`config.mk`:
```
export PLATFORM = sky130hd
export DESIGN_NAME = adcr_top
export DESIGN_NICKNAME = d
export VERILOG_FILES = /design/src/include/adcr_pkg.sv /design/src/include/adcr_reg_if.sv /design/src/core/adcr_regcell.sv /design/src/core/adcr_top.sv
export VERILOG_INCLUDE_DIRS = /design/src /design/src/include
export SDC_FILE = /design/constraint.sdc
export NUM_CORES = 1
export LEC_CHECK = 0
export ABC_AREA = 1
export BUFFER_PORTS_ARGS = -buffer_cell sky130_fd_sc_hd__buf_2
export CAP_MARGIN = 20
export CELL_PAD_IN_SITES_DETAIL_PLACEMENT = 1
export CELL_PAD_IN_SITES_GLOBAL_PLACEMENT = 2
export CORE_MARGIN = 2
export CORE_UTILIZATION = 31
export CTS_CLUSTER_DIAMETER = 150
export DETAILED_ROUTE_END_ITERATION = 6
export GPL_ROUTABILITY_DRIVEN = 1
export GPL_TIMING_DRIVEN = 0
export PLACE_DENSITY_LB_ADDON = 0.1
export SYNTH_ARGS = -nofsm -noshare
export SYNTH_HDL_FRONTEND = slang
export SYNTH_SLANG_ARGS = --single-unit
```
`constraint.sdc`:
```
create_clock -name pclk -period 5.5 [get_ports pclk]
set_input_delay 1.65 -clock pclk [delete_from_list [all_inputs] [get_ports pclk]]
set_output_delay 1.65 -clock pclk [all_outputs]
set_load 0.1 [all_outputs]
```
`src/include/adcr_cfg.svh`:
```
// constants for the aperture coarse delay register block
`ifndef ADCR_CFG_SVH
`define ADCR_CFG_SVH

`define ADCR_ADDR_W        12
`define ADCR_REG_W         16
`define ADCR_CODE_W        12
`define ADCR_FINE_W        6
`define ADCR_FS_W          20

`define ADCR_OFS_COARSE    12'h00c
`define ADCR_OFS_STATUS    12'h010

`define ADCR_COARSE_RESET  16'h0004
`define ADCR_CODE_HI       15
`define ADCR_CODE_LO       4
`define ADCR_SEL_BIT       3
`define ADCR_DCC_BIT       2
`define ADCR_RSVD_HI       1
`define ADCR_RSVD_LO       0

`define ADCR_STS_SEL_BIT   3
`define ADCR_STS_FINE_BIT  2
`define ADCR_STS_SAT_BIT   1
`define ADCR_STS_IGN_BIT   0

`define ADCR_CODE_MAX      12'd2431
`define ADCR_STEP_FS       20'd340
`define ADCR_FINE_STEP_FS  20'd36
`define ADCR_MAX_DELAY_PS  825

`endif

```
`src/include/adcr_pkg.sv`:
```
// types shared by the coarse delay register block
`include "adcr_cfg.svh"

package adcr_pkg;

    typedef enum logic [1:0] {
        ADCR_SRC_NONE  = 2'b00,
        ADCR_SRC_LOCAL = 2'b01,
        ADCR_SRC_FINE  = 2'b10
    } adcr_src_t;

    typedef logic [`ADCR_CODE_W-1:0] adcr_code_t;
    typedef logic [`ADCR_FINE_W-1:0] adcr_fine_t;
    typedef logic [`ADCR_FS_W-1:0]   adcr_fs_t;
    typedef logic [`ADCR_REG_W-1:0]  adcr_word_t;

endpackage

```
`src/include/adcr_reg_if.sv`:
```
// carrier between the bus front end and the register storage
`timescale 1ns/1ps

interface adcr_reg_if;
    import adcr_pkg::*;

    logic       wr_en;
    adcr_word_t wr_data;
    adcr_code_t code;
    logic       sel;
    logic       dcc;
    adcr_word_t rd_word;

    modport owner (
        input  wr_en,
        input  wr_data,
        output code,
        output sel,
        output dcc,
        output rd_word
    );

    modport user (
        output wr_en,
        output wr_data,
        input  code,
        input  sel,
        input  dcc,
        input  rd_word
    );
endinterface

```
`src/core/adcr_regcell.sv`:
```
// storage of the coarse delay register fields
`timescale 1ns/1ps

module adcr_regcell
    import adcr_pkg::*;
(
    input  wire logic   pclk,
    input  wire logic   presetn,
    adcr_reg_if.owner   rif
);

    localparam adcr_word_t RESET_WORD = `ADCR_COARSE_RESET;

    adcr_code_t code;
    logic       sel;
    logic       dcc;
    adcr_code_t next_code;
    logic       next_sel;
    logic       next_dcc;

    always_comb begin
        next_code = code;
        next_sel  = sel;
        next_dcc  = dcc;
        if (rif.wr_en) begin
            next_code = rif.wr_data[`ADCR_CODE_HI:`ADCR_CODE_LO];
            next_sel  = rif.wr_data[`ADCR_SEL_BIT];
            next_dcc  = rif.wr_data[`ADCR_DCC_BIT];
        end
    end

    // reserved bits are never stored, so they cannot leak into readback
    always_ff @(posedge pclk or negedge presetn) begin
        if (!presetn) begin
            code <= RESET_WORD[`ADCR_CODE_HI:`ADCR_CODE_LO];
            sel  <= RESET_WORD[`ADCR_SEL_BIT];
            dcc  <= RESET_WORD[`ADCR_DCC_BIT];
        end else begin
            code <= next_code;
            sel  <= next_sel;
            dcc  <= next_dcc;
        end
    end

    assign rif.code    = code;
    assign rif.sel     = sel;
    assign rif.dcc     = dcc;
    assign rif.rd_word = {code, sel, dcc, 2'b00};

endmodule

```
`src/core/adcr_top.sv`:
```
// apb front end and delay control of the aperture coarse delay register
//
// The APB slave port was chosen for this implementation.
`timescale 1ns/1ps

module adcr_top
    import adcr_pkg::*;
(
    input  wire logic                     pclk,
    input  wire logic                     presetn,
    input  wire logic                     psel,
    input  wire logic                     penable,
    input  wire logic                     pwrite,
    input  wire logic [`ADCR_ADDR_W-1:0]  paddr,
    input  wire logic [31:0]              pwdata,
    input  wire logic [3:0]               pstrb,
    output logic      [31:0]              prdata,
    output logic                          pready,
    output logic                          pslverr,
    input  wire logic                     fine_reg_delay_select,
    input  wire logic [`ADCR_FINE_W-1:0]  fine_delay_code,
    output logic      [`ADCR_CODE_W-1:0]  applied_coarse_code,
    output logic      [`ADCR_FINE_W-1:0]  applied_fine_code,
    output logic                          delay_path_en,
    output logic                          duty_cycle_stabilizer_en,
    output logic      [`ADCR_FS_W-1:0]    applied_delay_fs
);

    adcr_reg_if rif ();

    adcr_regcell u_regcell (
        .pclk    (pclk),
        .presetn (presetn),
        .rif     (rif.owner)
    );

    // ------------------------------------------------------------------
    // helpers
    // ------------------------------------------------------------------

    // word-aligned match; the two byte-offset bits are not decoded
    function automatic logic addr_hit(
        input logic [`ADCR_ADDR_W-1:0] addr,
        input logic [`ADCR_ADDR_W-1:0] ofs
    );
        addr_hit = (addr[`ADCR_ADDR_W-1:2] == ofs[`ADCR_ADDR_W-1:2]);
    endfunction

    // codes past the top of the delay line hold at the top
    function automatic adcr_code_t sat_code(input adcr_code_t code);
        if (code > `ADCR_CODE_MAX) begin
            sat_code = `ADCR_CODE_MAX;
        end else begin
            sat_code = code;
        end
    endfunction

    function automatic logic is_sat(input adcr_code_t code);
        is_sat = (code > `ADCR_CODE_MAX);
    endfunction

    // nominal delay only; the analog line spreads by process and temperature
    function automatic adcr_fs_t delay_fs(
        input adcr_code_t coarse,
        input adcr_fine_t fine
    );
        adcr_fs_t c_ext;
        adcr_fs_t f_ext;
        c_ext    = {{(`ADCR_FS_W-`ADCR_CODE_W){1'b0}}, coarse};
        f_ext    = {{(`ADCR_FS_W-`ADCR_FINE_W){1'b0}}, fine};
        delay_fs = adcr_fs_t'(c_ext * `ADCR_STEP_FS + f_ext * `ADCR_FINE_STEP_FS);
    endfunction

    // ------------------------------------------------------------------
    // apb decode
    // ------------------------------------------------------------------

    logic setup_phase;
    logic access_phase;
    logic hit_coarse;
    logic hit_status;
    logic req_err;

    assign setup_phase  = psel & ~penable;
    assign access_phase = psel & penable;
    assign hit_coarse   = addr_hit(paddr, `ADCR_OFS_COARSE);
    assign hit_status   = addr_hit(paddr, `ADCR_OFS_STATUS);

    // status is read-only, so a write there is answered with an error
    assign req_err = ~(hit_coarse | (hit_status & ~pwrite));

    // ------------------------------------------------------------------
    // effective delay selection
    // ------------------------------------------------------------------

    adcr_src_t src;
    logic      path_on;
    logic      local_ignored;

    always_comb begin
        if (fine_reg_delay_select) begin
            src = ADCR_SRC_FINE;
        end else if (rif.sel) begin
            src = ADCR_SRC_LOCAL;
        end else begin
            src = ADCR_SRC_NONE;
        end
    end

    assign path_on       = (src != ADCR_SRC_NONE);
    assign local_ignored = fine_reg_delay_select & rif.sel;

    // ------------------------------------------------------------------
    // status word
    // ------------------------------------------------------------------

    adcr_word_t status_word;

    always_comb begin
        status_word = '0;
        status_word[`ADCR_CODE_HI:`ADCR_CODE_LO] = applied_coarse_code;
        status_word[`ADCR_STS_SEL_BIT]           = delay_path_en;
        status_word[`ADCR_STS_FINE_BIT]          = fine_reg_delay_select;
        status_word[`ADCR_STS_SAT_BIT]           = is_sat(rif.code);
        status_word[`ADCR_STS_IGN_BIT]           = local_ignored;
    end

    // ------------------------------------------------------------------
    // write path with byte lanes
    // ------------------------------------------------------------------

    adcr_word_t merged;

    always_comb begin
        merged = rif.rd_word;
        if (pstrb[0]) begin
            merged[7:0] = pwdata[7:0];
        end
        if (pstrb[1]) begin
            merged[15:8] = pwdata[15:8];
        end
        // reserved bits are dropped even if software breaks the zero rule
        merged[`ADCR_RSVD_HI:`ADCR_RSVD_LO] = 2'b00;
    end

    assign rif.wr_en   = access_phase & pwrite & hit_coarse;
    assign rif.wr_data = merged;

    // ------------------------------------------------------------------
    // read data and error, captured in the setup cycle
    // ------------------------------------------------------------------

    logic [31:0] next_prdata;
    logic        err;
    logic        next_err;

    always_comb begin
        next_prdata = prdata;
        next_err    = err;
        if (setup_phase) begin
            next_err    = req_err;
            next_prdata = '0;
            if (!pwrite) begin
                if (hit_coarse) begin
                    next_prdata = {16'h0000, rif.rd_word};
                end else if (hit_status) begin
                    next_prdata = {16'h0000, status_word};
                end
            end
        end
    end

    always_ff @(posedge pclk or negedge presetn) begin
        if (!presetn) begin
            prdata <= '0;
            err    <= 1'b0;
        end else begin
            prdata <= next_prdata;
            err    <= next_err;
        end
    end

    // every access completes in its first access cycle
    assign pready  = 1'b1;
    assign pslverr = access_phase & err;

    // ------------------------------------------------------------------
    // applied delay outputs
    // ------------------------------------------------------------------

    adcr_code_t next_coarse;
    adcr_fine_t next_fine;
    logic       next_path_en;
    logic       next_dcc;
    adcr_fs_t   next_delay_fs;

    localparam adcr_word_t RESET_WORD = `ADCR_COARSE_RESET;

    always_comb begin
        next_path_en = path_on;
        next_dcc     = rif.dcc;
        if (path_on) begin
            next_coarse = sat_code(rif.code);
            next_fine   = fine_delay_code;
        end else begin
            next_coarse = '0;
            next_fine   = '0;
        end
        next_delay_fs = delay_fs(next_coarse, next_fine);
    end

    always_ff @(posedge pclk or negedge presetn) begin
        if (!presetn) begin
            applied_coarse_code      <= '0;
            applied_fine_code        <= '0;
            delay_path_en            <= 1'b0;
            duty_cycle_stabilizer_en <= RESET_WORD[`ADCR_DCC_BIT];
            applied_delay_fs         <= '0;
        end else begin
            applied_coarse_code      <= next_coarse;
            applied_fine_code        <= next_fine;
            delay_path_en            <= next_path_en;
            duty_cycle_stabilizer_en <= next_dcc;
            applied_delay_fs         <= next_delay_fs;
        end
    end

endmodule

```
==> impl_results.md <==
* Clock-pin slew on the worst setup and hold paths at 60 ps
* Mapped Avg Cell Area at 8.06 sq um
* Seq cells post-synth at 69
* Final setup fails at 2
* Tot Pwr at 0.00132 W
* Async S/R FF share, synth at 100%
* Latest clock arrival within the worst-skew pair at 340 ps
* Period utilization at 101%
* Largest net degree at the start of global routing at 69
* Sequential area share after synthesis at 33.5%
* Cells after synthesis at 640
* Top_reg_cell synth: dfrtp_1
* DR WL/cell at 14.2 um
* Post-synth EDFFs at 0
* Switching Power at 0.000419 W
* Post-synth top cells: 138 x nand2_1, 118 x inv_1, 67 x dfrtp_1
* Post-DP HPWL at 11600 um
* Chip Width at 133 um
* Largest cells by area after synthesis: dfrtp_1 32%, ha_1 14%, nand2_1 10%
* Post-route ant nets at 0
* Area delta synth->final at 32.2%
* Leakage power at 3.87 nW
* Switching Share at 31.8%
* WS Path Type: input pin to register
* Die area at 0.0177 sq mm
* Vias/cell at 4.46
* Final Routed Wirelength at 14400 um
* CP most frequent cell: nand2_2
* Crit path max-delay cell type: fa_1
* Vias in the first global route at 4768
* CTS tree: done
* CTS Root Cell: clkbuf_16
* FP Rows at 47
* Combinational Power Share at 17.9%
* First-pass GRT wire length at 23700 um
* Synth warn at 0
* Reg power frac at 39.4%
* Critical Path Sink Type: register
* Peak VDD IR at 0.135 mV
* Pwr Density at 193 mW/mm^2
* GR Util All Layers at 16.8%
* Max-cap viol count at 0
* Required @ worst endpoint at 5730 ps
* Min-Delay Path Class: register to register
* Arr. time, crit path at 5780 ps
* Port bufs at 92
* Int Power at 0.000899 W
* Post-synth cell types at 36
* Final nets at 925
* Violated checks: negative setup slack
* Total CTS buffers at 9
* Synth area leader: dfrtp_1
* Most common cell in the synthesized netlist: nand2_1
* Bufs on Longest Clock Path at 2
* Num Clock Sinks at 69
* DRC viols at 0
* Final hold violation count at 0
* Setup ws final at -52.6 ps
* Initial Util at 31.4%
* Placer Congestion at 0.773
* Largest stage delay, worst path at 490 ps
* Worst-margin pin slew at 680 ps
* Vias at 4531
* Clock Power Share at 42.6%
* Crit path launch type: input pin
* Synthesized area at 0.00516 sq mm
* Rel. slew slack at 54.3%
* H-tree depth at 3
* Clock skew at 11.6 ps
* GR Overflow Total at 0
* Core box area at 0.0164 sq mm
* Pre-antenna DRT Iters at 4
* I/O pin count at 134
* Status: complete, but fails checks
* DR iter-0 viols at 129
* Pre-CTS setup slack at -1010 ps
* ANT cells at 0
* DIE HEIGHT at 133 um
* Slew Limit Fails at 0
* CP max FO at 5
* Hold_buf cts at 0
* Max Freq at 180 MHz
* RSZ-0062 raised after global routing: true
* Layout cells sized above 1 at 29.2%
* Top-area cell type share of the netlist area at 32.5%
* Initial antenna violation count at 0
* Fin crit period at 5550 ps
-- layout by cell type, fill, tap and decap left out, types with 4 or more instances in the layout --
cell | netlist | routed
nand2_2 | 0 | 8
buf_2 | 0 | 90
conb_1 | 2 | 19
fa_1 | 17 | 16
nor2_1 | 52 | 42
a21oi_1 | 28 | 25
nand3_2 | 1 | 6
xor2_1 | 8 | 6
inv_1 | 118 | 114
o21ai_0 | 32 | 30
nand3_1 | 30 | 24
nand2_1 | 138 | 128
ha_4 | 0 | 7
nand4_1 | 5 | 5
xnor2_1 | 13 | 13
inv_2 | 2 | 5
clkbuf_16 | 0 | 9
ha_1 | 58 | 49
buf_4 | 20 | 47
clkbuf_1 | 5 | 4
nor3_1 | 7 | 5
mux2_2 | 14 | 14
dfrtp_1 | 67 | 67
nor2_2 | 2 | 4
nor2_4 | 1 | 9
-- cells by family (layout without fill, tap and decap cells) --
family / Yosys count / count (layout) / synth area share [%]
and+or+nand+nor: 243 / 243 / 19.8
muxes: 14 / 14 / 3.06
xor gates and xnor gates: 21 / 21 / 3.56
DFF: 69 / 69 / 33.5
other: 2 / 19 / 0.146
adders and majority gates: 75 / 75 / 20.7
AOI/OAI and AO/OA: 70 / 70 / 7.18
buffers and inverters: 146 / 284 / 12.1
-- power by group through the flow --
stage               Combinational (W)  Sequential, W  Clock, W
floorplan                    0.000110       0.000594         0
global placement             0.000221       0.000529         0
detailed placement           0.000227       0.000529         0
CTS                          0.000235       0.000520  0.000579
global route                 0.000251       0.000521  0.000600
finish                       0.000236       0.000520  0.000562
-- critical path, delay by kind of cell --
family,cells,cell delay (ps)
adder cells (fa/ha/maj),6,2080
AND/OR/NAND/NOR,16,1450
buffers and inverters,5,340
XOR/XNOR,1,150
AO/OA/AOI/OAI,1,70
-- area by class of cell --
| class | count | area [sq um] |
|---|---|---|
| Clock buffer | 11 | 253 |
| Fill cell | 2006 | 9590 |
| Multi-Input combinational cell | 442 | 3160 |
| Tap cell | 220 | 275 |
| Timing Repair Buffer | 122 | 729 |
| Clock inverter | 5 | 35.0 |
| Inverter | 121 | 457 |
| Sequential cell | 69 | 1730 |
| Buffer | 25 | 180 |
-- timing repair --
item / 4_1_cts / 5_1_grt
buffers inserted: 21 / 8
resized for setup: 38 / 16
setup endpoints to repair: 9 / 9
pin swaps: 16 / 9
-- worst paths after layout --
kind / endpoint / slack (ps) / from / depth (start not counted)
worst max-delay path: applied_delay_fs[17] / -50 / fine_reg_delay_select / 29
worst min-delay path: duty_cycle_stabilizer_en / 380 / u_regcell.rif.dcc / 0
worst max register to register: applied_delay_fs[17] / 250 / u_regcell.rif.code[7] / 30
worst min register to register: duty_cycle_stabilizer_en / 380 / u_regcell.rif.dcc / 0
max in group asynchronous: u_regcell.rif.dcc / 3860 / presetn / 2
min in group asynchronous: err / 1100 / presetn / 1
-- sequential cells by signal, indices dropped and copies added (netlist names) --
signal / count
u_regcell.rif.sel: 1
prdata: 16
applied_coarse_code: 12
delay_path_en: 1
err: 1
u_regcell.rif.dcc: 1
u_regcell.rif.code: 12
applied_fine_code: 6
duty_cycle_stabilizer_en: 1
applied_delay_fs: 18
-- metrics by stage --
step	instance area, sq um	cells	util, %	hold WS, ps	setup TNS [ps]
after global routing	6820	1015	41.6	378	-1340
after detailed placement	6080	970	37.1	365	-7280
after CTS	6690	1007	40.8	371	-148
final	6820	1015	41.6	375	-94.6
after floorplan	5320	657	-	359	-315
after global placement	6050	969	36.9	363	-6910
-- per-layer routing --
| metal | wire length (um) | global-route usage [%] |
|---|---|---|
| met5 | 0 | 0 |
| met2 | 6820 | 28.5 |
| met1 | 6940 | 22.3 |
| met3 | 445 | 2.76 |
| met4 | 185 | 4.78 |
(Power assumes the default switching activity.)
